**config.mk**
```make
export PLATFORM = sky130hd
export DESIGN_NAME = fsd_store_check
export DESIGN_NICKNAME = d
export VERILOG_FILES = /design/src/verilog/fsd_pkg.sv /design/src/verilog/fsd_store_check.sv
export VERILOG_INCLUDE_DIRS = /design/src /design/src/verilog
export SDC_FILE = /design/constraint.sdc
export NUM_CORES = 1
export LEC_CHECK = 0
export BUFFER_PORTS_ARGS = -buffer_cell sky130_fd_sc_hd__buf_2
export CORE_AREA = 2 2 205 207
export DETAILED_ROUTE_END_ITERATION = 16
export DIE_AREA = 0 0 207 209
export PLACE_DENSITY = 0.55
export RECOVER_POWER = 100
export SLEW_MARGIN = 20
export SYNTH_ARGS = -nofsm -noshare
export SYNTH_HDL_FRONTEND = slang
export SYNTH_SLANG_ARGS = --single-unit
```
**constraint.sdc**
```tcl
create_clock -name i_clk -period 16.85 [get_ports i_clk]
set_clock_uncertainty 0.15 [all_clocks]
set_input_delay 3.37 -clock i_clk [delete_from_list [all_inputs] [get_ports i_clk]]
set_output_delay 3.37 -clock i_clk [all_outputs]
set_load 0.01 [all_outputs]
```
**src/verilog/fsd_consts.svh**
```systemverilog
`ifndef FSD_CONSTS_SVH
`define FSD_CONSTS_SVH

`define FSD_OFF_CTRL      12'h000
`define FSD_OFF_SPACE     12'h004
`define FSD_OFF_STATUS    12'h008
`define FSD_OFF_TRAPTYPE  12'h00c

`define FSD_CTRL_FPEN     0
`define FSD_CTRL_STEN     1
`define FSD_CTRL_SUPER    2
`define FSD_CTRL_PRESENT  3
`define FSD_CTRL_RST      4'h8
`define FSD_SPACE_RST     8'h80
`define FSD_TT_RST        3'h0

`define FSD_OP_MEM        2'h3
`define FSD_OP3_SINGLE    6'h24
`define FSD_OP3_DOUBLE    6'h27
`define FSD_OP3_QUAD      6'h26
`define FSD_OP3_STATE     6'h25
`define FSD_OP3_SINGLE_A  6'h34
`define FSD_OP3_DOUBLE_A  6'h37
`define FSD_OP3_QUAD_A    6'h36
`define FSD_RD_STATE      5'h01

`define FSD_PRIV_BIT      7
`define FSD_SUPER_LO      8'h30
`define FSD_SUPER_HI      8'h7f
`define FSD_PART_HI       4'hc

`endif

```
**src/verilog/fsd_pkg.sv**
```systemverilog
package fsd_pkg;

	typedef enum logic [2:0] {
		FSD_K_SINGLE,
		FSD_K_DOUBLE,
		FSD_K_STATE,
		FSD_K_BLOCK,
		FSD_K_MASKED,
		FSD_K_SHORT
	} fsd_kind_t;

	typedef enum logic [2:0] {
		FSD_T_NONE,
		FSD_T_BAD_ENCODING,
		FSD_T_FLOAT_OFF,
		FSD_T_SUPERVISOR_ONLY,
		FSD_T_SPACE_REJECT,
		FSD_T_MISALIGN,
		FSD_T_DOUBLE_MISALIGN
	} fsd_trap_t;

	typedef struct packed {
		fsd_kind_t   kind;
		logic [7:0]  space;
		logic [63:0] addr;
		logic [63:0] data;
		logic [4:0]  freg;
	} fsd_mem_req_t;

endpackage : fsd_pkg

```
**src/verilog/fsd_store_check.sv**
```systemverilog
// The APB slave port and the register addresses were chosen for this implementation.
`timescale 1ns/1ns
`default_nettype none
`include "fsd_consts.svh"

// Summary of operation
// - Opcodes 10 0100, 10 0111, 10 0110 decode as single, double, quad.
// - Opcode 10 0101 with destination 1 is state store; 0 and 2 to 31 reserved.
// - Single store writes the 32-bit register named by destination field.
// - Double store writes 64 bits; memory may split it into two words.
// - Quad store is 128 bits architecturally, atomic only per word.
// - State store waits for float operations, writes 64 bits, clears type.
// - Trap type clear happens only once the store is known trap free.
// - Plain stores use implicit space; address is src1 plus src2 or offset.
// - Single, double, state with i zero and bits 12:5 nonzero: bad encoding.
// - Single, double, state trap float off without unit or enables.
// - Single not word aligned, state not doubleword aligned: misalign trap.
// - Double word aligned but not doubleword aligned: double misalign trap.
// - Quad stores raise bad encoding; software emulates them.
// - Opcodes 11 0100, 11 0111, 11 0110 decode as alternate space forms.
// - Alternate space comes from inline code if i zero, else register.
// - Space bit 7 zero in user mode raises supervisor only trap.
// - In supervisor mode spaces 30 to 7f raise supervisor only trap.
// - Single and quad alternate accept only fourteen listed spaces.
// - Double alternate kinds are told apart only by the space code.
// - Double alternate of double kind, word aligned but not doubleword aligned, raises double misalign.
// - Single alternate not word aligned raises misalign trap.
// - Double alternate with block space executes a block store.
module fsd_store_check
	import fsd_pkg::*;
#(
	// Plain-store space codes, big-endian then little-endian pairs.
	parameter logic [8*14-1:0] SPACE_PLAIN = {8'h04, 8'h0c, 8'h10, 8'h18,
		8'h11, 8'h19, 8'h14, 8'h1c, 8'h15, 8'h1d, 8'h80, 8'h88, 8'h81, 8'h89},
	parameter logic [8*9-1:0]  SPACE_BLOCK = {8'h16, 8'h17, 8'h1e, 8'h1f,
		8'hf0, 8'hf1, 8'hf8, 8'hf9, 8'he0},
	parameter logic [8*4-1:0]  SPACE_SHORT = {8'hd0, 8'hd1, 8'hd2, 8'hd3}
) (
	input  wire logic         i_clk,
	input  wire logic         i_rst,
	input  wire logic         psel,
	input  wire logic         penable,
	input  wire logic         pwrite,
	input  wire logic [11:0]  paddr,
	input  wire logic [31:0]  pwdata,
	output var  logic [31:0]  prdata,
	output var  logic         pready,
	output var  logic         pslverr,
	input  wire logic         i_insn_valid,
	output var  logic         o_insn_ready,
	input  wire logic [31:0]  i_insn,
	input  wire logic [63:0]  i_src_one,
	input  wire logic [63:0]  i_src_two,
	input  wire logic [63:0]  i_fp_data,
	input  wire logic [63:0]  i_state_reg,
	input  wire logic         i_float_operation_busy,
	output var  logic         o_mem_valid,
	input  wire logic         i_mem_ready,
	output var  fsd_mem_req_t o_mem_req,
	output var  logic         o_trap_valid,
	output var  fsd_trap_t    o_trap_code,
	output var  logic [2:0]   o_trap_type
);

	typedef enum logic [1:0] {FSD_S_IDLE, FSD_S_WAIT_FP, FSD_S_MEM} fsd_state_t;

	fsd_state_t  state_r;
	logic [3:0]  ctrl_r;
	logic [7:0]  space_r;
	logic [2:0]  trap_type_r;
	fsd_trap_t   last_trap_r;

	logic [1:0]  op;
	logic [5:0]  op3;
	logic [4:0]  rd;
	logic        imm_sel;
	logic [7:0]  space_code;
	logic [63:0] eff_addr;
	logic        accept;
	fsd_kind_t   kind;
	fsd_trap_t   trap;

	function automatic logic in_list14(input logic [8*14-1:0] l,
		input logic [7:0] c);
		logic hit;
		hit = 1'b0;
		for (int k = 0; k < 14; k++) begin
			hit = hit | (l[8*k +: 8] == c);
		end
		return hit;
	endfunction : in_list14

	function automatic logic in_list9(input logic [8*9-1:0] l,
		input logic [7:0] c);
		logic hit;
		hit = 1'b0;
		for (int k = 0; k < 9; k++) begin
			hit = hit | (l[8*k +: 8] == c);
		end
		return hit;
	endfunction : in_list9

	function automatic logic in_list4(input logic [8*4-1:0] l,
		input logic [7:0] c);
		logic hit;
		hit = 1'b0;
		for (int k = 0; k < 4; k++) begin
			hit = hit | (l[8*k +: 8] == c);
		end
		return hit;
	endfunction : in_list4

	assign op         = i_insn[31:30];
	assign rd         = i_insn[29:25];
	assign op3        = i_insn[24:19];
	assign imm_sel    = i_insn[13];
	assign space_code = imm_sel ? space_r : i_insn[12:5];
	assign eff_addr   = i_src_one + (imm_sel ?
		{{51{i_insn[12]}}, i_insn[12:0]} : i_src_two);
	assign o_insn_ready = (state_r == FSD_S_IDLE);
	assign accept       = i_insn_valid && o_insn_ready;

	// Checks are ordered so the first failing class decides the trap.
	always_comb begin
		logic is_alt;
		logic fp_ok;
		logic blk;
		logic part;
		logic shrt;
		is_alt = 1'b0;
		fp_ok  = ctrl_r[`FSD_CTRL_PRESENT] && ctrl_r[`FSD_CTRL_FPEN] &&
			ctrl_r[`FSD_CTRL_STEN];
		blk    = in_list9(SPACE_BLOCK, space_code);
		part   = (space_code[7:4] == `FSD_PART_HI) &&
			(space_code[2:1] != 2'b11);
		shrt   = in_list4(SPACE_SHORT, space_code);
		kind   = FSD_K_SINGLE;
		trap   = FSD_T_NONE;
		if (op != `FSD_OP_MEM) begin
			trap = FSD_T_BAD_ENCODING;
		end else begin
			case (op3)
				`FSD_OP3_SINGLE: kind = FSD_K_SINGLE;
				`FSD_OP3_DOUBLE: kind = FSD_K_DOUBLE;
				`FSD_OP3_STATE: begin
					kind = FSD_K_STATE;
					if (rd != `FSD_RD_STATE) begin
						trap = FSD_T_BAD_ENCODING;
					end
				end
				`FSD_OP3_SINGLE_A: begin
					kind   = FSD_K_SINGLE;
					is_alt = 1'b1;
				end
				`FSD_OP3_DOUBLE_A: begin
					is_alt = 1'b1;
					if (blk) begin
						kind = FSD_K_BLOCK;
					end else if (part) begin
						kind = FSD_K_MASKED;
					end else if (shrt) begin
						kind = FSD_K_SHORT;
					end else begin
						kind = FSD_K_DOUBLE;
					end
				end
				default: trap = FSD_T_BAD_ENCODING;
			endcase
		end
		if (trap == FSD_T_NONE) begin
			if (!is_alt && !imm_sel && (i_insn[12:5] != 8'h00)) begin
				trap = FSD_T_BAD_ENCODING;
			end else if (!fp_ok) begin
				trap = FSD_T_FLOAT_OFF;
			end else if (is_alt && !ctrl_r[`FSD_CTRL_SUPER] &&
				!space_code[`FSD_PRIV_BIT]) begin
				trap = FSD_T_SUPERVISOR_ONLY;
			end else if (is_alt && ctrl_r[`FSD_CTRL_SUPER] &&
				space_code >= `FSD_SUPER_LO &&
				space_code <= `FSD_SUPER_HI) begin
				trap = FSD_T_SUPERVISOR_ONLY;
			end else if (is_alt && !in_list14(SPACE_PLAIN, space_code) &&
				!(op3 == `FSD_OP3_DOUBLE_A && (blk || part || shrt))) begin
				trap = FSD_T_SPACE_REJECT;
			end else if (eff_addr[1:0] != 2'b00 &&
				(kind == FSD_K_SINGLE || kind == FSD_K_DOUBLE)) begin
				trap = FSD_T_MISALIGN;
			end else if (kind == FSD_K_STATE && eff_addr[2:0] != 3'h0) begin
				trap = FSD_T_MISALIGN;
			end else if (kind == FSD_K_BLOCK && eff_addr[5:0] != 6'h00) begin
				trap = FSD_T_MISALIGN;
			end else if (kind == FSD_K_DOUBLE && eff_addr[2]) begin
				trap = FSD_T_DOUBLE_MISALIGN;
			end
		end
	end

	always_ff @(posedge i_clk or posedge i_rst) begin
		if (i_rst) begin
			state_r <= FSD_S_IDLE;
		end else begin
			case (state_r)
				FSD_S_IDLE: begin
					if (accept && trap == FSD_T_NONE) begin
						state_r <= (kind == FSD_K_STATE) ?
							FSD_S_WAIT_FP : FSD_S_MEM;
					end
				end
				FSD_S_WAIT_FP: begin
					if (!i_float_operation_busy) begin
						state_r <= FSD_S_MEM;
					end
				end
				FSD_S_MEM: begin
					if (i_mem_ready) begin
						state_r <= FSD_S_IDLE;
					end
				end
				default: state_r <= FSD_S_IDLE;
			endcase
		end
	end

	// Double and state data go out as one request; the memory side may
	// commit it word by word, as only word atomicity is promised.
	always_ff @(posedge i_clk or posedge i_rst) begin
		if (i_rst) begin
			o_mem_req <= '0;
		end else if (accept && trap == FSD_T_NONE) begin
			o_mem_req.kind  <= kind;
			o_mem_req.space <= space_code;
			o_mem_req.addr  <= eff_addr;
			o_mem_req.freg  <= rd;
			o_mem_req.data  <= (kind == FSD_K_SINGLE) ?
				{32'h0000_0000, i_fp_data[31:0]} : i_fp_data;
		end else if (state_r == FSD_S_WAIT_FP && !i_float_operation_busy) begin
			o_mem_req.data <= i_state_reg;
		end
	end

	assign o_mem_valid = (state_r == FSD_S_MEM);

	always_ff @(posedge i_clk or posedge i_rst) begin
		if (i_rst) begin
			o_trap_valid <= 1'b0;
			o_trap_code  <= FSD_T_NONE;
			last_trap_r  <= FSD_T_NONE;
		end else begin
			o_trap_valid <= accept && (trap != FSD_T_NONE);
			if (accept) begin
				o_trap_code <= trap;
				last_trap_r <= trap;
			end
		end
	end

	// Clearing only on the memory handshake keeps a trapped store's
	// trap type visible to the handler.
	always_ff @(posedge i_clk or posedge i_rst) begin
		if (i_rst) begin
			trap_type_r <= `FSD_TT_RST;
		end else if (state_r == FSD_S_MEM && i_mem_ready &&
			o_mem_req.kind == FSD_K_STATE) begin
			trap_type_r <= `FSD_TT_RST;
		end else if (psel && penable && pwrite &&
			paddr == `FSD_OFF_TRAPTYPE) begin
			trap_type_r <= pwdata[2:0];
		end
	end

	assign o_trap_type = trap_type_r;

	always_ff @(posedge i_clk or posedge i_rst) begin
		if (i_rst) begin
			ctrl_r  <= `FSD_CTRL_RST;
			space_r <= `FSD_SPACE_RST;
		end else if (psel && penable && pwrite) begin
			if (paddr == `FSD_OFF_CTRL) begin
				ctrl_r <= pwdata[3:0];
			end
			if (paddr == `FSD_OFF_SPACE) begin
				space_r <= pwdata[7:0];
			end
		end
	end

	// Read data is captured in the setup cycle so the access phase
	// answers at once with registered data.
	always_ff @(posedge i_clk or posedge i_rst) begin
		if (i_rst) begin
			prdata  <= 32'h0000_0000;
			pslverr <= 1'b0;
		end else if (psel && !penable) begin
			pslverr <= 1'b0;
			case (paddr)
				`FSD_OFF_CTRL:     prdata <= {28'h0, ctrl_r};
				`FSD_OFF_SPACE:    prdata <= {24'h0, space_r};
				`FSD_OFF_STATUS:   prdata <= {26'h0, state_r, 1'b0,
					last_trap_r};
				`FSD_OFF_TRAPTYPE: prdata <= {29'h0, trap_type_r};
				default: begin
					prdata  <= 32'h0000_0000;
					pslverr <= 1'b1;
				end
			endcase
		end
	end

	assign pready = psel && penable;
endmodule : fsd_store_check

`default_nettype wire
```
== After elaboration in Yosys (flattened, before gate mapping) ==
Index checks and enable logic that the tools add are counted.
Storage, ports and cells
  bits in registers: 198
  bits of input ports: 340
  output and inout port bits: 187
  logic and storage cells: 178
Cells by class
  add/subtract/negate cells: 1
  order comparisons: 2
  equality and inequality tests: 48
  mux-type cells: 34
  bitwise operators: 24
  reduce and logical (&&, ||, !) cells: 56
Operators with widths (number)
  $mux 64: 4
  $eq 8x8->1 const A: 13
  $eq 5x8->1 const A: 12
  $add 64x64->64: 1
  $mux 3: 17
  $pmux 8 s4: 1
  $eq 6x6->1 const B: 5
  $logic_and 1x1->1: 27
  $eq 12x4->1 const B: 2
  $or 1x1->1: 24
  $eq 12x3->1 const B: 1
  $logic_not 12->1: 1
  $eq 3x2->1 const B: 3
  $logic_not 3->1: 3
  $pmux 3 s3: 1
  $eq 3x8->1 const A: 1
  $eq 4x8->1 const A: 1
  $ge 8x6->1 const B: 1
  $le 8x7->1 const B: 1
  $logic_not 1->1: 8
  $mux 2: 4
  $mux 8: 1
  $reduce_bool 8->1: 1
  $reduce_or 4->1: 2
  18 further kinds: 30

== Depth between registers and ports, before layout ==
Gate-level depths: netlist (run 1).
  depth after elaboration: 29
  depth in mapped cells: 19
  depth with buffers taken out: 13

== Worst setup path before layout (run 1) ==
OpenSTA, ideal clock, no wires.
  path type: in2reg
  start: in i_insn[13]
  end: reg o_mem_req[113] in the netlist's numbering
  library setup time: 128 ps
  arrival time: 7086 ps
  required time: 16572 ps
  setup slack: 9487 ps
  stages on the path: 17
  buffers on the path: 5
  cell sequence: buf_6 -> buf_6 -> clkbuf_1 -> clkbuf_1 -> mux2i_1 -> inv_1 -> ha_1 -> a21o_1 -> a21oi_1 -> mux2i_1 -> a32oi_1 -> a211oi_1 -> o21ai_0 -> nor3_2 -> nand3_1 -> buf_2 -> mux2_1
Between the ends
  cells in the longest elaborated chain, start to end: 27
  elaborated cells on any way between the ends: 102
  classes of those cells: 1 x add/sub; 2 x order compare; 32 x eq/ne; 17 x mux; 24 x bitwise; 26 x reduce/logical
RTL lines
  from (decl): line fsd_store_check.sv:51  | input wire logic [31:0] i_insn,
  $mux 8: line fsd_store_check.sv:117  | assign space_code = imm_sel ? space_r : i_insn[12:5];
  $eq 8x8->1: line fsd_store_check.sv:98  | hit = hit | (l[8*k +: 8] == c);
  $or 1x1->1 (8 in a row): line fsd_store_check.sv:98
  $mux 3: line fsd_store_check.sv:157  | if (blk) begin
  $pmux 3 s3: line fsd_store_check.sv:142  | case (op3)
  $mux 3: line fsd_store_check.sv:139  | if (op != `FSD_OP_MEM) begin
  $eq 3x1->1: line fsd_store_check.sv:186, fsd_store_check.sv:192
  $logic_and 1x1->1: line fsd_store_check.sv:192  | end else if (kind == FSD_K_DOUBLE && eff_addr[2]) begin
  [... 4 more ...]
  $mux 3: line fsd_store_check.sv:182  | end else if (is_alt && !in_list14(SPACE_PLAIN, space_code) &&
  $mux 3: line fsd_store_check.sv:178  | end else if (is_alt && ctrl_r[`FSD_CTRL_SUPER] &&
  $mux 3: line fsd_store_check.sv:175  | end else if (is_alt && !ctrl_r[`FSD_CTRL_SUPER] &&
  $mux 3: line fsd_store_check.sv:173  | end else if (!fp_ok) begin
  $mux 3: line fsd_store_check.sv:171  | if (!is_alt && !imm_sel && (i_insn[12:5] != 8'h00)) begin
  $mux 3: line fsd_store_check.sv:170  | if (trap == FSD_T_NONE) begin
  $logic_not 3->1: line fsd_store_check.sv:229  | end else if (accept && trap == FSD_T_NONE) begin
  $logic_and 1x1->1: line fsd_store_check.sv:229
  to (decl): line fsd_store_check.sv:59  | output var fsd_mem_req_t o_mem_req,
Parallel ways exist; a longest one is shown, timed or not.
A chain may end at the register's enable or synchronous reset.

== Worst setup path after layout (run 1) ==
  start: in i_insn[13]
  end: reg o_mem_req[42] in the netlist's numbering
Between the ends
  cells in the longest elaborated chain, start to end: 28
  elaborated cells on any way between the ends: 105
  classes of those cells: 1 x add/sub; 2 x order compare; 32 x eq/ne; 19 x mux; 24 x bitwise; 27 x reduce/logical
RTL lines (line)
  $mux 8: fsd_store_check.sv:117
  $eq 8x8->1: fsd_store_check.sv:98
  $or 1x1->1 (8 in a row): fsd_store_check.sv:98
  $mux 3: fsd_store_check.sv:157
  $pmux 3 s3: fsd_store_check.sv:142
  $mux 3: fsd_store_check.sv:139
  $eq 3x1->1: fsd_store_check.sv:186, fsd_store_check.sv:192
  $logic_and 1x1->1: fsd_store_check.sv:192
  [... 5 more ...]
  $mux 3: fsd_store_check.sv:178
  $mux 3: fsd_store_check.sv:175
  $mux 3: fsd_store_check.sv:173
  $mux 3: fsd_store_check.sv:171
  $mux 3: fsd_store_check.sv:170
  $logic_not 3->1: fsd_store_check.sv:229
  $logic_and 1x1->1: fsd_store_check.sv:229
  $mux 64 / $reduce_bool 2->1 (equally long branches)
Parallel ways exist; a longest one is shown, timed or not.

==> flow_metrics.py, run 1 <==
metrics = {
    "synthesis": {
        "synth.yosys.seq_area_share_pct": 35.93,
        "async_reset_ff_share_pct": 100.0,
        "synth_ff_type": "dfrtp_1",
        "synth-seq-cells": 174,
        "synth_cell_types": 74,
        "yosys.area.top_type": "dfrtp_1",
        "yosys.area.top_type_share_pct": 35.49,
        "synth.area.top_cells": "dfrtp_1 (35%), o21ai_0 (7.9%), mux2i_1 (6.5%)",
        "netlist_area_um2": 12130,
        "synth_edf_count": 0,
        "syn_inst": 1419,
        "syn_avg_cell_area_um2": 8.546,
        "yosysWarnings": 0,
    },
    "setup_path": {
        "cp-startpoint": "i_insn[13]",
        "reg2reg_from": "space_r[5]",
        "rr_worst_depth": 10,
        "reg2reg_to": "o_mem_req[42]",
        "max_stage_delay_ns": 2.17,
        "cp.buffers_inverters": 3,
        "path_max_fanout": 73,
        "crit_type": "input port to flop",
        "critPathArrivalTime_ns": 12.00,
        "worstPathRequired_ns": 17.03,
        "cp_common_cell": "clkbuf_1",
        "slowest_stage": "clkbuf_1",
        "reg2reg_slack_ns": 10.72,
        "critical-path-top-delay-family": "buffers and inverters",
        "startpoint_type": "input port",
        "crit_chain": "clkbuf_1 > clkbuf_1 > mux2_1 > ha_1 > xor2_1 > nor3_1 > a32oi_1 > a211oi_1 > o211ai_1 > nor2_1 > clkbuf_1 > nand3_1 > o21ai_0",
        "endpoint_kind": "flop",
    },
    "power_and_ir_drop": {
        "p_leak_nw": 7.152,
        "ir_worst_vdd_uv": 63.33,
        "cellPowerDensity_nw_per_um2": 71.23,
    },
    "min_path": {
        "holdCritPathClass": "flop to flop",
        "holdPathEnd": "o_mem_req[134]",
        "min_from": "o_mem_req[134]",
        "worst_hold_path.num_cells": 2,
    },
    "clock_tree": {
        "cts_root_buffer": "clkbuf_16",
        "cts_resized": 0,
        "insertion_delay_ns": 0.45,
        "cts.sinks": 174,
        "cts_max_level": 4,
        "post_cts_buffers": 0,
        "postCtsHoldBufs": 0,
        "clkSlewWorstSetupHoldPaths_ns": 0.07,
        "clock_path_buffers": 2,
        "cts_tree": "built",
        "cts_inserted_buffers": 17,
    },
    "detailed_routing": {
        "vias": 12090,
        "ant_nets": 0,
        "drt_pass1_iterations": 5,
        "via_per_inst": 5.026,
        "drt_wl_total_mm": 45.53,
        "wl_per_cell_um": 18.93,
        "drc": 0,
        "drt_iter0_markers": 699,
    },
    "timing": {
        "finalSetupTns_ns": 0,
        "max_slew_margin_pct": -242.5,
        "finalCriticalPeriod_ns": 11.82,
        "finalCritPeriodShare_pct": 70.13,
        "hold_violations": 0,
        "max_freq_mhz": 84.63,
        "setup_viol": 0,
        "rsz0062_at_grt": "no",
        "setup_slack_ns": 5.033,
        "tightestPinTransition_ns": 5.109,
        "slew_viol_final": 383,
    },
    "layout": {
        "final_area_um2": 15210,
        "nNetsFinal": 2254,
        "area_growth_pct": 25.41,
        "drive_gt1_share_pct": 20.93,
        "fin_cells": 2405,
    },
    "place": {
        "place_congestion": 0.9209,
        "place.port_buffers": 473,
        "dp.cells": 2370,
        "placed_cell_area_um2": 14880,
        "place_ws_ns": 7.751,
        "hpwl_mm": 35.21,
    },
    "floorplanning": {
        "core_um2": 41290,
        "rows": 75,
        "boundaryPins": 527,
        "die_w_um": 207,
        "die_height_um": 209,
        "start_util_pct": 29.37,
        "dieArea_um2": 43260,
    },
    "global_routing": {
        "grt_max_degree": 106,
        "antenna_found_initial": 5,
        "first_global_vias": 11740,
        "grt_pass1_wl_mm": 68.78,
        "overflow": 0,
        "track_usage_pct": 20.47,
    },
    "status": {
        "violations": "max-capacitance violations, max-slew violations",
        "status": "finished, violations left",
    },
    "run": {
        "max_cap_viol_count": 6,
    },
}
==> area by class of cell <==
type / instances / area (um2)
antenna: 3 / 7.507
clock buffer: 20 / 446.7
clock inverter: 12 / 127.6
fill: 4447 / 26080
inverter: 79 / 297.8
multi-input combinational: 1096 / 7081
sequential: 174 / 4357
tap: 539 / 674.4
timing repair buffer: 482 / 2217
==> where the power goes <==
part           leakage [nW]  total [W]  switching (W)  internal [W]
Clock                 0.266   0.000406       0.000194      0.000212
Sequential             2.41   0.000418    0.000000188      0.000418
Combinational          4.48   0.000259       0.000152      0.000107
==> how the worst max path moves through the flow <==
| stage | depth (start not counted) | endpoint | slack (ns) |
|---|---|---|---|
| 3_3_place_gp | 14 | state_r[1] | 7.84 |
| 3_5_place_dp | 14 | state_r[1] | 7.75 |
| 5_1_grt | 13 | o_mem_req[42] | 4.22 |
| 2_1_floorplan | 1 | ctrl_r[0] | 8.62 |
| 6_report | 13 | o_mem_req[42] | 5.03 |
| 4_1_cts | 14 | state_r[1] | 8.24 |
==> cells in the final DEF (no fill, tap or decap), drive strengths merged, types with 5 or more instances in the layout <==
cell type	netlist	layout
inv	79	84
a211o	5	5
or3	7	7
o21ai	195	195
nor4	10	10
o21bai	9	9
xor2	26	26
ha	63	63
a211oi	13	13
buf	43	314
nand3	50	50
a31oi	7	7
and3	6	6
nand4	14	14
conb	1	24
a21oi	102	102
nand3b	6	6
o2111ai	7	7
xnor2	25	25
clkbuf	50	188
nand2	167	167
nor3	15	15
mux2i	79	79
nor2	75	75
o211ai	11	11
mux2	28	28
o21a	9	9
and2	13	13
nor3b	6	6
nor2b	7	7
clkinvlp	0	6
dfrtp	172	172
nand2b	11	11
a21o	27	27
a21boi	8	8
o31ai	16	16
==> per-layer routing <==
layer | part of all wire, % | global-route usage, %
met1 | 42 | 24.37
met2 | 51 | 36.55
met3 | 5.5 | 4.509
met4 | 2.0 | 6.552
met5 | 0.090 | 0
==> synth_stat cells, types with 13 or more instances <==
master,number
ha_1,63
a211oi_1,13
buf_4,24
mux2_2,27
nor2_1,75
clkbuf_1,50
a21o_1,27
and2_1,13
nand3_1,50
inv_1,79
mux2i_1,79
o21ai_0,192
xnor2_1,25
xor2_1,26
buf_2,16
o31ai_1,16
nand2_1,167
nand4_1,14
dfrtp_1,172
nor3_1,14
a21oi_1,101
==> metrics by stage <==
stage | total power [W] | utilization [%] | hold slack (ns)
after CTS | 0.001101 | 37.43 | 0.3213
after global placement | 0.0006839 | 36.04 | 0.3003
after detailed placement | 0.0006851 | 36.04 | 0.3053
after global routing | 0.001144 | 36.82 | 0.3603
final | 0.001083 | 36.83 | 0.3191
after floorplan | 0.0006001 | - | 0.3446
==> tightest hold or removal path, cell delays in order, from the launching register on <==
cell     delay, ns
dfrtp_1       0.34
nand2_1       0.05
nand2_1       0.05
==> sequential cells by signal, indices dropped and copies added, names as in the netlist <==
register / count
space_r: 8
pslverr: 1
state_r: 2
last_trap_r: 3
o_trap_type: 3
o_trap_valid: 1
o_mem_req: 144
prdata: 8
ctrl_r: 4
==> cells by family (layout without fill, tap and decap cells) <==
family | count (synthesis) | after routing | share of synthesized area (%)
compound gates | 442 | 442 | 21.90
xor+xnor | 51 | 51 | 3.683
fa+ha+maj | 64 | 64 | 6.665
buf+inv | 172 | 593 | 6.418
flops | 174 | 174 | 35.93
mux | 110 | 110 | 9.678
other cells | 1 | 27 | 0.03092
simple gates | 405 | 405 | 15.69
(Power assumes the default switching activity.)
==> inputs of run 2 (changes only) <==
==> constraint.sdc (replaced) <==
create_clock -name i_clk -period 11.6 [get_ports i_clk]
set_clock_uncertainty 0.15 [all_clocks]
set_input_delay 2.32 -clock i_clk [delete_from_list [all_inputs] [get_ports i_clk]]
set_output_delay 2.32 -clock i_clk [all_outputs]
set_load 0.01 [all_outputs]
==> run 2 against run 1 <==
The flow still finishes with violations (max-capacitance violations, max-slew violations). Cell count unchanged. Utilization increased by 0.12 points. Clock-buffer cell count decreased by 1.
==> flow_metrics.py, run 2 (same netlist as run 1, synthesis figures left out) <==
metrics = {
    "timing": {
        "hold_violations": 0,
        "max_freq_mhz": 110.8,
        "hold_slack_ns": 0.3190,
        "slew_viol_final": 296,
        "tightestPinTransition_ns": 5.541,
        "rsz0062_at_grt": "no",
        "max_slew_margin_pct": -271.4,
        "finalCritPeriodShare_pct": 77.82,
        "setup_viol": 0,
        "finalSetupTns_ns": 0,
        "finalCriticalPeriod_ns": 9.027,
    },
    "power_and_ir_drop": {
        "power_w": 0.001580,
        "switching_share_pct": 32.09,
        "p_leak_nw": 7.184,
        "internal_power_w": 0.001073,
        "cellPowerDensity_nw_per_um2": 103.5,
        "clock_power_share_pct": 37.7,
        "seqPwrFrac_pct": 38.4,
        "switching_power_w": 0.0005068,
        "ir_worst_vdd_uv": 68.86,
        "comb_power_share_pct": 23.9,
    },
    "setup_path": {
        "rr_worst_depth": 10,
        "reg2reg_from": "space_r[5]",
        "reg2reg_to": "o_mem_req[113]",
        "path_max_fanout": 53,
        "startpoint_type": "input port",
        "worstPathRequired_ns": 11.81,
        "endpoint": "o_mem_req[42]",
        "crit_type": "input port to flop",
        "cp-startpoint": "i_insn[13]",
        "endpoint_kind": "flop",
        "reg2reg_slack_ns": 6.34,
        "critPathArrivalTime_ns": 9.24,
    },
    "floorplanning": {
        "start_util_pct": 29.37,
        "rows": 75,
        "die_w_um": 207,
        "core_um2": 41290,
        "boundaryPins": 527,
        "die_height_um": 209,
        "dieArea_um2": 43260,
    },
    "global_routing": {
        "overflow": 0,
        "grt_pass1_wl_mm": 69.31,
        "grt_max_degree": 115,
        "antenna_found_initial": 7,
        "track_usage_pct": 20.67,
        "first_global_vias": 11870,
    },
    "layout": {
        "drive_gt1_share_pct": 21.31,
        "nNetsFinal": 2254,
        "largest_reg_flops": 144,
        "area_growth_pct": 25.80,
        "mostFrequentLayoutCells": "buf_2 (309), o21ai_0 (192), dfrtp_1 (172), nand2_1 (167), clkbuf_1 (165)",
        "final_common_cell": "buf_2",
        "reg.largest.list": "o_mem_req (144), prdata (8), space_r (8)",
        "top_register": "o_mem_req",
    },
    "clock_tree": {
        "clkSlewWorstSetupHoldPaths_ns": 0.07,
        "clock_path_buffers": 2,
        "postCtsHoldBufs": 0,
        "cts.sinks": 174,
        "post_cts_buffers": 0,
        "cts_tree": "built",
        "cts_max_level": 4,
        "cts_root_buffer": "clkbuf_16",
        "cts_inserted_buffers": 17,
        "cts_resized": 0,
        "insertion_delay_ns": 0.45,
    },
    "place": {
        "place_congestion": 0.9055,
        "place.port_buffers": 473,
        "hpwl_mm": 35.05,
    },
    "detailed_routing": {
        "drt_pass1_iterations": 5,
        "drt_iter0_markers": 629,
        "wl_per_cell_um": 18.99,
        "ant_nets": 0,
        "drc": 0,
        "via_per_inst": 4.993,
        "drt_wl_total_mm": 45.67,
        "vias": 12010,
    },
    "status": {
        "status": "finished, violations left",
        "violations": "max-capacitance violations, max-slew violations",
    },
    "min_path": {
        "holdCritPathClass": "flop to flop",
    },
    "run": {
        "max_cap_viol_count": 5,
    },
}
-- run 2: cell count changes in the layout (fill, tap and decap cells not counted), sizes merged --
| cell | before | now |
|---|---|---|
| buf | 314 | 317 |
| clkinv | 0 | 3 |
| clkbuf | 188 | 184 |
| clkinvlp | 6 | 4 |
-- run 2: how the worst min path moves through the flow --
stage | start | to | depth (start not counted)
finish | o_mem_req[134] | o_mem_req[134] | 2
global route | o_mem_req[3] | o_mem_req[3] | 2
CTS | o_mem_req[134] | o_mem_req[134] | 2
detailed placement | o_mem_req[134] | o_mem_req[134] | 2
global placement | o_mem_req[0] | o_mem_req[0] | 2
floorplan | space_r[7] | space_r[7] | 2
-- run 2: per-layer routing --
layer | vias up | global-route usage (%) | part of all wire (%)
met5 | - | 0 | 0.083
met4 | 6 | 9.187 | 3.3
met3 | 54 | 4.448 | 5.6
met2 | 381 | 36.10 | 50
met1 | 5677 | 24.33 | 41
li1 | 5891 | - | -
-- run 2: area by class of cell --
class / instances / area, um2
inverters: 79 / 297.8
repair buffers: 482 / 2247
multi-input cells: 1096 / 7086
diodes: 3 / 7.507
fillers: 4443 / 26030
well taps: 539 / 674.4
clock buffers: 19 / 442.9
flip-flops and latches: 174 / 4357
clock inverters: 13 / 143.9
-- run 2: through the flow --
| step | area (um2) | util, % | setup WS [ns] | instances |
|---|---|---|---|---|
| after floorplan | 12210 | - | 4.416 | 1442 |
| after global routing | 15250 | 36.94 | 1.930 | 2403 |
| final | 15260 | 36.95 | 2.573 | 2405 |
| after CTS | 15460 | 37.44 | 3.925 | 2401 |
| after global placement | 14870 | 36.02 | 3.602 | 2369 |
| after detailed placement | 14870 | 36.02 | 3.447 | 2369 |
-- run 2: power groups by stage --
stage          Combinational [W]  Sequential, W  Clock (W)
6_report                0.000377       0.000607   0.000595
5_1_grt                 0.000422       0.000607   0.000641
4_1_cts                 0.000379       0.000607   0.000622
3_5_place_dp            0.000376       0.000619          0
3_3_place_gp            0.000375       0.000619          0
2_1_floorplan           0.000253       0.000619          0
-- run 2: critical path, stage by stage --
cell and delay, ns:
clkbuf_1 1.32, buf_4 0.64, mux2_2 0.40, ha_1 0.40, xor2_1 0.21, nor3_1 0.15
a32oi_1 0.14, a211oi_1 0.42, o211ai_2 0.29, nor2_1 1.78, buf_4 0.67, nand3_1 0.29
o21ai_0 0.15
